<file path="config.mk">
export PLATFORM = sky130hd
export DESIGN_NAME = hkd_top
export DESIGN_NICKNAME = d
export VERILOG_FILES = /design/src/hkd_pkg.sv /design/src/hkd_adc.sv /design/src/hkd_top.sv
export SDC_FILE = /design/constraint.sdc
export NUM_CORES = 1
export LEC_CHECK = 0
export BUFFER_PORTS_ARGS = -buffer_cell sky130_fd_sc_hd__buf_2
export CAP_MARGIN = 15
export CORE_MARGIN = 1
export CORE_UTILIZATION = 55
export CTS_CLUSTER_DIAMETER = 80
export DETAILED_ROUTE_END_ITERATION = 16
export MAX_ROUTING_LAYER = met4
export PLACE_DENSITY = 0.82
export SLEW_MARGIN = 20
export SYNTH_ARGS = -nofsm -noshare
export SYNTH_HDL_FRONTEND = slang
export SYNTH_SLANG_ARGS = --single-unit
</file>
<file path="constraint.sdc">
create_clock -name CLK_SYS -period 3 [get_ports CLK_SYS]
set_input_delay 0 -clock CLK_SYS [delete_from_list [all_inputs] [get_ports CLK_SYS]]
set_output_delay 0 -clock CLK_SYS [all_outputs]
set_load 0.005 [all_outputs]
</file>
<file path="src/hkd_pkg.sv">
// shared constants for the headset key event detector
package hkd_pkg;
   // register byte addresses
   localparam logic [7:0] ADDR_CTRL      = 8'h00;
   localparam logic [7:0] ADDR_EVENT     = 8'h04;
   localparam logic [7:0] ADDR_ADC       = 8'h08;
   localparam logic [7:0] ADDR_THRESH    = 8'h0c;
   localparam logic [7:0] ADDR_IRQ_STAT  = 8'h10;
   localparam logic [7:0] ADDR_IRQ_EN    = 8'h14;
   localparam logic [7:0] ADDR_IRQ_CLR   = 8'h18;
   localparam logic [7:0] ADDR_DEBOUNCE  = 8'h1c;
   // control register bit positions
   localparam int CTRL_ENABLE  = 0;
   localparam int CTRL_RAW     = 1;
   localparam int CTRL_TRIGGER = 2;
   // event register layout: press bits 3:0, release bits 7:4, conversion bit 8
   localparam int EV_REL_LSB   = 4;
   localparam int EV_CONV      = 8;
   localparam int EV_W         = 9;
   localparam int NUM_KEYS     = 4;
   // interrupt status layout
   localparam int IRQ_PRESS    = 0;
   localparam int IRQ_RELEASE  = 1;
   localparam int IRQ_CONV     = 2;
   localparam int IRQ_W        = 3;
   // reset values
   localparam logic [7:0]  THRESH_RST  = 8'h40;
   localparam logic [15:0] DEB_PRESS_RST = 16'h0064;
   localparam logic [15:0] DEB_REL_RST   = 16'h0064;
   localparam logic [7:0]  ADC_CLEARED = 8'h00;
   localparam logic [7:0]  ADC_MIN     = 8'h01;
   // bus responses
   localparam logic [1:0]  RESP_OKAY   = 2'b00;
   localparam logic [1:0]  RESP_SLVERR = 2'b10;
   // converter timing
   localparam int ADC_BITS     = 8;
endpackage

</file>
<file path="src/hkd_adc.sv">
// successive-approximation converter sequencer for the mic line level
`timescale 1ns/1ps
`default_nettype none
module hkd_adc #(
   parameter int WIDTH = hkd_pkg::ADC_BITS
) (
   input  wire logic             clk,
   input  wire logic             srst,
   input  wire logic             start,
   input  wire logic             cmp_hi,
   output logic [WIDTH-1:0]      dac_code,
   output logic                  done,
   output logic [WIDTH-1:0]      result
);
   typedef struct packed {
      logic             busy;
      logic [WIDTH-1:0] code;
      logic [WIDTH-1:0] bitmask;
      logic             done;
      logic [WIDTH-1:0] result;
   } hkd_adc_s;

   hkd_adc_s s_r;
   hkd_adc_s s_nxt;

   always_comb
   begin
      s_nxt = s_r;
      s_nxt.done = 1'b0;
      if (start && !s_r.busy)
      begin
         s_nxt.busy = 1'b1;
         s_nxt.bitmask = {1'b1, {(WIDTH-1){1'b0}}};
         s_nxt.code = {1'b1, {(WIDTH-1){1'b0}}};
      end
      else if (s_r.busy)
      begin
         // keep the trial bit when the line is above the trial level
         if (!cmp_hi)
            s_nxt.code = s_r.code & ~s_r.bitmask;
         if (s_r.bitmask[0])
         begin
            s_nxt.busy = 1'b0;
            s_nxt.done = 1'b1;
            // a finished conversion never reads as zero
            if ((s_nxt.code) == '0)
               s_nxt.result = WIDTH'(hkd_pkg::ADC_MIN);
            else
               s_nxt.result = s_nxt.code;
         end
         else
         begin
            s_nxt.bitmask = s_r.bitmask >> 1;
            s_nxt.code = s_nxt.code | (s_r.bitmask >> 1);
         end
      end
   end

   always_ff @(posedge clk)
   begin
      if (srst)
         s_r <= '0;
      else
         s_r <= s_nxt;
   end

   assign dac_code = s_r.code;
   assign done     = s_r.done;
   assign result   = s_r.result;
endmodule // hkd_adc
`default_nettype wire

</file>
<file path="src/hkd_top.sv">
// headset key event detector with debounce, event flags, converter and axi4-lite registers
//
// Added by the designer: register access over AXI4-Lite and the placing of the registers.
`timescale 1ns/1ps
`default_nettype none
// Behaviour
// - line below threshold starts press debounce
// - glitch before period end restarts debounce
// - debounce end sets press flag, interrupt
// - press flag set clears same release flag
// - host read of events clears, drops interrupt unless enabled status pends
// - key release starts release debounce
// - release debounce end sets release flag
// - unread flags accumulate across key events
// - enable written zero stops, clears flags
// - raw mode set keeps pending flags
// - raw mode reports via key 1 only
// - enable written zero clears raw mode
// - adc output clears only on listed causes
// - manual trigger reconverts, no press flag
// - every conversion updates output, sets flag
// - converted value nonzero, zero means none
// - disable or removal zeroes event register
module hkd_top #(
   parameter int NKEYS = hkd_pkg::NUM_KEYS
) (
   input  wire logic        CLK_SYS,
   input  wire logic        SRST,
   input  wire logic        MIC_BELOW,
   input  wire logic        MIC_CMP_HI,
   input  wire logic        REMOVAL,
   output logic [7:0]       MIC_DAC_CODE,
   output logic             IRQ,
   input  wire logic [7:0]  S_AXI_AWADDR,
   input  wire logic        S_AXI_AWVALID,
   output logic             S_AXI_AWREADY,
   input  wire logic [31:0] S_AXI_WDATA,
   input  wire logic [3:0]  S_AXI_WSTRB,
   input  wire logic        S_AXI_WVALID,
   output logic             S_AXI_WREADY,
   output logic [1:0]       S_AXI_BRESP,
   output logic             S_AXI_BVALID,
   input  wire logic        S_AXI_BREADY,
   input  wire logic [7:0]  S_AXI_ARADDR,
   input  wire logic        S_AXI_ARVALID,
   output logic             S_AXI_ARREADY,
   output logic [31:0]      S_AXI_RDATA,
   output logic [1:0]       S_AXI_RRESP,
   output logic             S_AXI_RVALID,
   input  wire logic        S_AXI_RREADY
);
   // ==========================================================
   // types and state
   typedef enum logic [1:0] {ST_IDLE, ST_PRESS_DEB, ST_HELD, ST_REL_DEB} hkd_key_e;

   typedef struct packed {
      logic [1:0]                   sync_below;
      logic [1:0]                   sync_removal;
      logic                         removal_d;
      hkd_key_e                     key_st;
      logic [15:0]                  deb_cnt;
      logic                         enable;
      logic                         raw;
      logic                         conv_is_key;
      logic [7:0]                   thresh;
      logic [15:0]                  deb_press;
      logic [15:0]                  deb_rel;
      logic [hkd_pkg::EV_W-1:0]     events;
      logic [7:0]                   adc_out;
      logic [1:0]                   cur_key;
      logic [hkd_pkg::IRQ_W-1:0]    irq_stat;
      logic [hkd_pkg::IRQ_W-1:0]    irq_en;
      logic                         irq;
      logic                         adc_start;
      logic                         aw_got;
      logic                         w_got;
      logic [7:0]                   aw_addr;
      logic [31:0]                  w_data;
      logic [3:0]                   w_strb;
      logic                         bvalid;
      logic [1:0]                   bresp;
      logic                         rvalid;
      logic [31:0]                  rdata;
      logic [1:0]                   rresp;
   } hkd_top_s;

   hkd_top_s s_r;
   hkd_top_s s_nxt;

   logic [7:0] adc_code;
   logic       adc_done;
   logic [7:0] adc_result;

   // ==========================================================
   // converter
   hkd_adc #(
      .WIDTH (hkd_pkg::ADC_BITS)
   ) u_adc (
      .clk      (CLK_SYS),
      .srst     (SRST),
      .start    (s_r.adc_start),
      .cmp_hi   (MIC_CMP_HI),
      .dac_code (adc_code),
      .done     (adc_done),
      .result   (adc_result)
   );

   // ==========================================================
   // next state
   always_comb
   begin
      logic        wr_fire;
      logic        rd_fire;
      logic        below;
      logic        removal_ev;
      logic        disable_ev;
      logic [2:0]  key_idx;
      logic [hkd_pkg::IRQ_W-1:0] set_irq;
      logic [31:0] wd;
      wr_fire    = 1'b0;
      rd_fire    = 1'b0;
      below      = 1'b0;
      removal_ev = 1'b0;
      disable_ev = 1'b0;
      key_idx    = '0;
      set_irq    = '0;
      wd         = '0;

      s_nxt = s_r;
      s_nxt.adc_start = 1'b0;
      s_nxt.sync_below   = {s_r.sync_below[0], MIC_BELOW};
      s_nxt.sync_removal = {s_r.sync_removal[0], REMOVAL};
      s_nxt.removal_d    = s_r.sync_removal[1];
      below      = s_r.sync_below[1];
      removal_ev = s_r.sync_removal[1] && !s_r.removal_d;

      // ---- axi write channel: address and data in either order
      if (S_AXI_AWVALID && !s_r.aw_got)
      begin
         s_nxt.aw_got  = 1'b1;
         s_nxt.aw_addr = S_AXI_AWADDR;
      end
      if (S_AXI_WVALID && !s_r.w_got)
      begin
         s_nxt.w_got  = 1'b1;
         s_nxt.w_data = S_AXI_WDATA;
         s_nxt.w_strb = S_AXI_WSTRB;
      end
      if (S_AXI_BVALID && S_AXI_BREADY)
         s_nxt.bvalid = 1'b0;
      wr_fire = s_r.aw_got && s_r.w_got && !s_r.bvalid;
      wd = s_r.w_data;

      // ---- key debounce state machine
      if (s_r.enable)
      begin
         case (s_r.key_st)
            ST_IDLE:
            begin
               if (below)
               begin
                  s_nxt.key_st  = ST_PRESS_DEB;
                  s_nxt.deb_cnt = '0;
               end
            end
            ST_PRESS_DEB:
            begin
               if (!below)
                  s_nxt.key_st = ST_IDLE;
               else if (s_r.deb_cnt >= s_r.deb_press)
               begin
                  s_nxt.key_st      = ST_HELD;
                  s_nxt.adc_start   = 1'b1;
                  s_nxt.conv_is_key = 1'b1;
               end
               else
                  s_nxt.deb_cnt = s_r.deb_cnt + 16'h0001;
            end
            ST_HELD:
            begin
               if (!below)
               begin
                  s_nxt.key_st  = ST_REL_DEB;
                  s_nxt.deb_cnt = '0;
               end
            end
            default:
            begin
               if (below)
                  s_nxt.key_st = ST_HELD;
               else if (s_r.deb_cnt >= s_r.deb_rel)
               begin
                  s_nxt.key_st = ST_IDLE;
                  key_idx = s_r.raw ? 3'h0 : {1'b0, s_r.cur_key};
                  s_nxt.events[hkd_pkg::EV_REL_LSB + int'(key_idx)] = 1'b1;
                  set_irq[hkd_pkg::IRQ_RELEASE] = 1'b1;
               end
               else
                  s_nxt.deb_cnt = s_r.deb_cnt + 16'h0001;
            end
         endcase
      end

      // ---- conversion result: key binning or raw report
      if (adc_done)
      begin
         s_nxt.adc_out = adc_result;
         s_nxt.events[hkd_pkg::EV_CONV] = 1'b1;
         set_irq[hkd_pkg::IRQ_CONV] = 1'b1;
         if (s_r.conv_is_key)
         begin
            // raw mode ignores the threshold and folds every key onto key 1
            if (s_r.raw)
               key_idx = 3'h0;
            else if (adc_result < s_r.thresh)
               key_idx = 3'h0;
            // widened so the doubled and quadrupled bin edges keep their carry bits
            else if ({2'b00, adc_result} < {1'b0, s_r.thresh, 1'b0})
               key_idx = 3'h1;
            else if ({2'b00, adc_result} < {s_r.thresh, 2'b00})
               key_idx = 3'h2;
            else
               key_idx = 3'h3;
            s_nxt.cur_key = key_idx[1:0];
            s_nxt.events[int'(key_idx)] = 1'b1;
            s_nxt.events[hkd_pkg::EV_REL_LSB + int'(key_idx)] = 1'b0;
            set_irq[hkd_pkg::IRQ_PRESS] = 1'b1;
         end
         s_nxt.conv_is_key = 1'b0;
      end

      // ---- register writes
      if (wr_fire)
      begin
         s_nxt.aw_got = 1'b0;
         s_nxt.w_got  = 1'b0;
         s_nxt.bvalid = 1'b1;
         s_nxt.bresp  = hkd_pkg::RESP_OKAY;
         if (!s_r.w_strb[0])
            s_nxt.bresp = hkd_pkg::RESP_OKAY;
         else if (s_r.aw_addr == hkd_pkg::ADDR_CTRL)
         begin
            s_nxt.enable = wd[hkd_pkg::CTRL_ENABLE];
            // raw bit only sticks while detection is on; setting it keeps flags
            s_nxt.raw = wd[hkd_pkg::CTRL_RAW] && wd[hkd_pkg::CTRL_ENABLE];
            disable_ev = !wd[hkd_pkg::CTRL_ENABLE];
            if (s_r.raw && !wd[hkd_pkg::CTRL_RAW])
               s_nxt.adc_out = hkd_pkg::ADC_CLEARED;
            // trigger only while a debounced press is still held
            if (wd[hkd_pkg::CTRL_TRIGGER] && s_r.enable && s_r.key_st == ST_HELD)
            begin
               s_nxt.adc_start   = 1'b1;
               s_nxt.conv_is_key = 1'b0;
            end
         end
         else if (s_r.aw_addr == hkd_pkg::ADDR_THRESH)
            s_nxt.thresh = wd[7:0];
         else if (s_r.aw_addr == hkd_pkg::ADDR_IRQ_EN)
            s_nxt.irq_en = wd[hkd_pkg::IRQ_W-1:0];
         else if (s_r.aw_addr == hkd_pkg::ADDR_IRQ_CLR)
            s_nxt.irq_stat = s_nxt.irq_stat & ~wd[hkd_pkg::IRQ_W-1:0];
         else if (s_r.aw_addr == hkd_pkg::ADDR_DEBOUNCE)
         begin
            s_nxt.deb_press = wd[15:0];
            s_nxt.deb_rel   = wd[31:16];
         end
         else
            s_nxt.bresp = hkd_pkg::RESP_SLVERR;
      end

      // ---- register reads
      if (S_AXI_RVALID && S_AXI_RREADY)
         s_nxt.rvalid = 1'b0;
      rd_fire = S_AXI_ARVALID && !s_r.rvalid;
      if (rd_fire)
      begin
         s_nxt.rvalid = 1'b1;
         s_nxt.rresp  = hkd_pkg::RESP_OKAY;
         s_nxt.rdata  = '0;
         if (S_AXI_ARADDR == hkd_pkg::ADDR_CTRL)
         begin
            s_nxt.rdata[hkd_pkg::CTRL_ENABLE] = s_r.enable;
            s_nxt.rdata[hkd_pkg::CTRL_RAW]    = s_r.raw;
         end
         else if (S_AXI_ARADDR == hkd_pkg::ADDR_EVENT)
         begin
            s_nxt.rdata[hkd_pkg::EV_W-1:0] = s_r.events;
            // read clears, but flags raised this same cycle survive
            s_nxt.events = s_nxt.events & ~s_r.events;
         end
         else if (S_AXI_ARADDR == hkd_pkg::ADDR_ADC)
            s_nxt.rdata[7:0] = s_r.adc_out;
         else if (S_AXI_ARADDR == hkd_pkg::ADDR_THRESH)
            s_nxt.rdata[7:0] = s_r.thresh;
         else if (S_AXI_ARADDR == hkd_pkg::ADDR_IRQ_STAT)
            s_nxt.rdata[hkd_pkg::IRQ_W-1:0] = s_r.irq_stat;
         else if (S_AXI_ARADDR == hkd_pkg::ADDR_IRQ_EN)
            s_nxt.rdata[hkd_pkg::IRQ_W-1:0] = s_r.irq_en;
         else if (S_AXI_ARADDR == hkd_pkg::ADDR_IRQ_CLR)
            s_nxt.rdata = '0;
         else if (S_AXI_ARADDR == hkd_pkg::ADDR_DEBOUNCE)
            s_nxt.rdata = {s_r.deb_rel, s_r.deb_press};
         else
            s_nxt.rresp = hkd_pkg::RESP_SLVERR;
      end

      // ---- disable or accessory removal wipes detection state
      if (disable_ev || removal_ev)
      begin
         s_nxt.events      = '0;
         s_nxt.adc_out     = hkd_pkg::ADC_CLEARED;
         s_nxt.key_st      = ST_IDLE;
         s_nxt.conv_is_key = 1'b0;
         s_nxt.adc_start   = 1'b0;
         if (removal_ev)
         begin
            s_nxt.raw = 1'b0;
            s_nxt.enable = 1'b0;
         end
      end

      // sticky status, set wins over clear
      s_nxt.irq_stat = s_nxt.irq_stat | set_irq;
      // pin follows both pending events and enabled status
      s_nxt.irq = (|s_nxt.events) || (|(s_nxt.irq_stat & s_nxt.irq_en));
   end

   always_ff @(posedge CLK_SYS)
   begin
      if (SRST)
      begin
         s_r           <= '0;
         s_r.key_st    <= ST_IDLE;
         s_r.thresh    <= hkd_pkg::THRESH_RST;
         s_r.deb_press <= hkd_pkg::DEB_PRESS_RST;
         s_r.deb_rel   <= hkd_pkg::DEB_REL_RST;
      end
      else
         s_r <= s_nxt;
   end

   // ==========================================================
   // outputs
   // trial code is already a flop in the converter; a second stage would make
   // the comparator judge the previous trial
   assign MIC_DAC_CODE  = adc_code;
   assign IRQ           = s_r.irq;
   assign S_AXI_AWREADY = !s_r.aw_got;
   assign S_AXI_WREADY  = !s_r.w_got;
   assign S_AXI_BVALID  = s_r.bvalid;
   assign S_AXI_BRESP   = s_r.bresp;
   assign S_AXI_ARREADY = !s_r.rvalid;
   assign S_AXI_RVALID  = s_r.rvalid;
   assign S_AXI_RDATA   = s_r.rdata;
   assign S_AXI_RRESP   = s_r.rresp;
endmodule // hkd_top
`default_nettype wire

</file>
# Yosys cells after proc, flatten, opt, wreduce, memory -nomap -nowiden
# Cells that the tools add are included.
# classes
add_sub_neg	3
n_mul	0
div_mod_pow	0
n_lt_le_gt_ge	11
n_eq_ne	21
shifts	0
n_mux	131
bitwise_logic	20
n_reduce_logical	49
# ops
op	count
$mux W32	13
$mux W9	10
$mux W8	11
$mux W43	2
$mux W16	5
$mux W29	2
$eq A8 B5 Y1 const B	7
$pmux W18 S3	1
$mux W2	25
$mux W24	2
$mux W40	1
$mux W18	2
$mux W35	1
$mux W17	2
$mux W3	11
$ge A16 B16 Y1	2
$mux W1	32
$mux W30	1
$mux W26	1
$eq A8 B4 Y1 const B	3
$logic_not A8 Y1	3
$mux W6	4
$mux W23	1
$mux W19	1
44 further kinds	92
# totals
reg_bits	200
latchBits	0
mem_bits_rw	0
rom_bits	0
in_bits	62
out_inout_bits	50
n_memories	0

# Depth between registers and ports, before layout
# logic_depth
ltp_word	23
mapped_depth	11
ltp_nobuf	10

# Hierarchy
# A second synthesis with hierarchy kept.
# hier_totals
cells_unflattened	1225
area_unflattened_um2	9844.4
# by_module_without_submodules
mod	instances	cells_per_inst	area_per_inst_um2	seq_area_each_um2
hkd_top	1	1081	8667.1	3443.3
hkd_adc	1	144	1177.4	520.5

# Worst setup path after synthesis
# No wires, ideal clock.
# synth_timing
path_kind	register -> register
start	register s_r[124] in the netlist's numbering
end	register s_r[157] in the netlist's numbering
setup_ps	70
arrival_ps	2348
required_ps	2930
slack_ps	581
stages_incl_launch_ff	11
path_buffers	1
path_cell_list	dfxtp_1 inv_1 ha_1 and4_1 a311oi_2 a31oi_1 o41ai_2 a21oi_2 buf_6 or4b_1 a21oi_1
# synth_via
elab_chain_cells	3
# synth_lines
element	line_no	text
from (decl)	hkd_top.sv:87	hkd_top_s s_r;
from (signal assigned)	hkd_top.sv:339	s_r <= s_nxt;
$ge A16 B16 Y1	hkd_top.sv:191	else if (s_r.deb_cnt >= s_r.deb_rel)
$ne A3 B2 Y1 (no source line)	--	
$reduce_and A7 Y1 (no source line)	--	
# No other way between the ends.
# A chain may end at the register's enable or synchronous reset.

# Final worst setup path
# layout_timing
start	register s_r[168] in the netlist's numbering
end	register s_r[160] in the netlist's numbering
# layout_via
elab_chain_cells	3
word_cells_on_any_way	5
cone_classes	2 x order compare; 2 x eq/ne; 1 x reduce/logical
# layout_lines
element	line_no
$ge A16 B16 Y1 (on tied branches)	hkd_top.sv:191, hkd_top.sv:170
$ne A3 B2 Y1 (no source line) or $ne A2 B2 Y1 (tied branches)	--
$reduce_and A7 Y1 (no source line) (*)	--
# Every way passes the cells marked *; elsewhere a longest branch is shown, timed or not.

==> run summary <==
Initial antenna violation count: 0
Distinct cells, synth: 74
Max-slew violations: 0
Clock Latency Late Sink: 0.44 ns
Worst reg2reg path depth: 10
CP max stage delay: 0.53 ns
Hold Crit Depth: 4
GR Overflow Total: 0
CTS tree: yes
Synth area leader: dfxtp_1
Crit-path leading delay family: compound AO/OA/AOI/OAI gates
Clock sink total: 198
Total CTS buffers: 17
IO Count: 112
Reg-to-Reg End: s_r[160]
DRC Markers: 0
Synthesized flop and latch total: 198
WP buf/inv: 1
First-pass GRT wire length: 39.34 mm
Hold Path Class: in -> reg
Critical Setup Path Class: reg -> reg
Vias: 8536
Required @ worst endpoint: 3.36 ns
Sequential fraction of the synthesis area: 41.39%
Routed len/inst: 16.64 um
Initial Utilization: 56.94%
Peak supply drop: 0.4313 mV
Critical path peak fanout: 20
Yosys warns: 0
Post-DP HPWL: 16.21 mm
Die area: 17940 sq um
Final Cycle Share: 93.85%
FF-to-FF setup slack: 0.18 ns
Top-area cell type share of the netlist area: 41.39%
Worst-margin pin slew: 1.066 ns
Hold wc startpoint: S_AXI_ARVALID
Crit-path slowest cell: or4_1
Setup Viol. Count Final: 0
DIE WIDTH: 134.0 um
Final net count: 1373
WHS: 0.05376 ns
Synthesized instance count: 1167
Max clock buf depth: 2
Synth Cell Area: 9577 sq um
Fmax: 0.3552 GHz
Synthesized area per cell: 8.206 sq um
Vias in the first global route: 7858
Startpoint types: flop
Top FF cell, synth: dfxtp_1
WL final: 24.74 mm
RR Startpoint: s_r[168]
N_diodes: 0
Post-synth EDFFs: 0
Crit end category: flop
Hold Vio Cnt, Final: 0
Setup tns final: 0 ns
Core area: 16820 sq um
H-tree depth: 4
WP data arrival: 3.18 ns
Via density: 5.740
Number of routed nets with antenna violations: 0
Pwr dens: 469.5 nW/um^2
Setup bufs post-CTS: 0
Gpl congestion: 0.9779
Final Skew: 0.009755 ns
Area grow syn2layout: 14.87%
Status: finished clean
Tot GR Track Use: 28.57%
Die height: 134.0 um
CTS root buf: clkbuf_16
Largest net degree at the start of global routing: 100
Cells along the critical path: ha_1 -> o21ai_0 -> nor2_1 -> a311oi_2 -> a31oi_1 -> o41ai_2 -> a21oi_2 -> buf_4 -> or4_1 -> a21oi_1
Pleak: 4.298 nW
RSZ-0062 raised after global routing: no
Share of layout cells above drive strength 1: 14.44%
Initial DRC count: 768
Top cells by area, synth: dfxtp_1, ha_1, nand2_1
Fillers: 1348
Max transition margin: 28.93%
CTS clk-pin slew, worst paths: 0.07 ns
IO buf count: 106
Max_cap viols: 0
1st-pass router iterations: 5
Post-layout min period: 2.816 ns
Hold Path End: S_AXI_RRESP[1]
FP Rows: 47
Synth async-reset ratio: 0%
state kept, by name, indices dropped and copies added, names as in the netlist, named ones only:
signal,count
s_r,131
S_AXI_RDATA,32
u_adc.s_r,9
u_adc.dac_code,8
u_adc.result,8
s_nxt,3
IRQ,1
S_AXI_BRESP,1
S_AXI_BVALID,1
S_AXI_RRESP,1
S_AXI_RVALID,1
u_adc.done,1
final cells by class:
class                           count  area, sq um  area share, %
Inverter                           68        255.2          2.320
Timing Repair Buffer              170         1149          10.44
Tap cell                          220        275.3          2.502
Sequential cell                   198         3964          36.03
Multi-Input combinational cell    801         4823          43.85
Clock inverter                     12        105.1         0.9554
Clock buffer                       18        429.2          3.901
worst max-delay path by stage:
| stage | startpoint | endpoint | slack (ns) | cells after the start |
|---|---|---|---|---|
| global placement | s_r[167] | s_r[162] | 0.34 | 9 |
| CTS | s_r[149] | IRQ | 0.15 | 10 |
| global route | s_r[167] | s_r[160] | 0.03 | 10 |
| finish | s_r[168] | s_r[160] | 0.18 | 10 |
| floorplan | s_r[124] | s_r[157] | 0.58 | 10 |
| detailed placement | s_r[149] | IRQ | 0.25 | 10 |
cell usage after synthesis (9+ instances only):
master / number
dfxtp_1: 198
nand2_1: 177
nor2_1: 134
a21oi_1: 127
inv_1: 68
ha_1: 55
buf_4: 44
clkbuf_1: 41
a22oi_1: 34
o21ai_0: 33
mux2i_1: 28
nor3_1: 18
nand3_1: 17
nand2b_1: 14
nor2b_1: 13
nand4_1: 11
a31oi_1: 9
routing by layer:
layer / global-route usage (%) / vias to the layer above / wire length [um]
met5: - / - / 0
met4: 10.42 / 0 / 560
met3: 5.367 / 52 / 1883
met2: 44.33 / 339 / 11650
met1: 37.04 / 4003 / 10650
li1: - / 4142 / -
cell usage in the layout (no fill, tap or decap), types with 6 or more instances in the layout:
| cell type | count |
|---|---|
| a211o_1 | 7 |
| a211oi_1 | 7 |
| a21o_1 | 8 |
| a21oi_1 | 127 |
| a22oi_1 | 34 |
| a31oi_1 | 8 |
| and3_1 | 8 |
| buf_2 | 105 |
| buf_4 | 15 |
| clkbuf_16 | 17 |
| dfxtp_1 | 198 |
| dlygate4sd3_1 | 49 |
| ha_1 | 55 |
| inv_1 | 68 |
| mux2i_1 | 28 |
| nand2_1 | 176 |
| nand2b_1 | 14 |
| nand3_1 | 17 |
| nand4_1 | 11 |
| nor2_1 | 134 |
| nor2b_1 | 12 |
| nor3_1 | 17 |
| o21ai_0 | 33 |
| o32ai_1 | 6 |
| or2_2 | 6 |
| or3_1 | 8 |
| or4_1 | 6 |
report_power, final:
part           internal [mW]  total, mW  switching, mW
Combinational          0.141      0.321          0.180
Sequential              2.67       2.72         0.0423
Clock                   1.13       2.13          0.994
Total                   3.95       5.16           1.22
stage by stage:
step	util [%]	instance area, sq um	setup slack, ns	instances	power (mW)
global placement	59.20	9956	0.3417	1408	3.027
CTS	65.29	10980	0.1481	1487	5.169
floorplan	-	9580	0.5812	1168	2.945
detailed placement	59.20	9956	0.2460	1408	3.034
global route	65.41	11000	0.03239	1487	5.336
finish	65.41	11000	0.1844	1487	5.164
cell families after synthesis:
logic type	count (synthesis)	synth area share [%]
flip-flops	198	41.39
AO/OA/AOI/OAI	265	17.30
multiplexers	34	3.867
XOR/XNOR	1	0.09147
buffers and inverters	169	8.518
adder cells (fa/ha/maj)	55	7.186
other	1	0.03916
AND/OR/NAND/NOR	444	21.61
worst register-to-register path, cell delays in order, from the launching register on:
cell and delay (ns):
dfxtp_1 0.45, ha_1 0.29, o21ai_0 0.22, nor2_1 0.09, a311oi_2 0.29, a31oi_1 0.18
o41ai_2 0.25, a21oi_2 0.06, buf_4 0.20, or4_1 0.53, a21oi_1 0.17
repair_timing:
| action | 4_1_cts | 5_1_grt |
|---|---|---|
| hold endpoints to repair | 51 | 0 |
| gates resized for setup | 0 | 3 |
| hold buffers | 49 | 0 |
| setup endpoints to repair | 0 | 1 |
(Power assumes the default switching activity.)
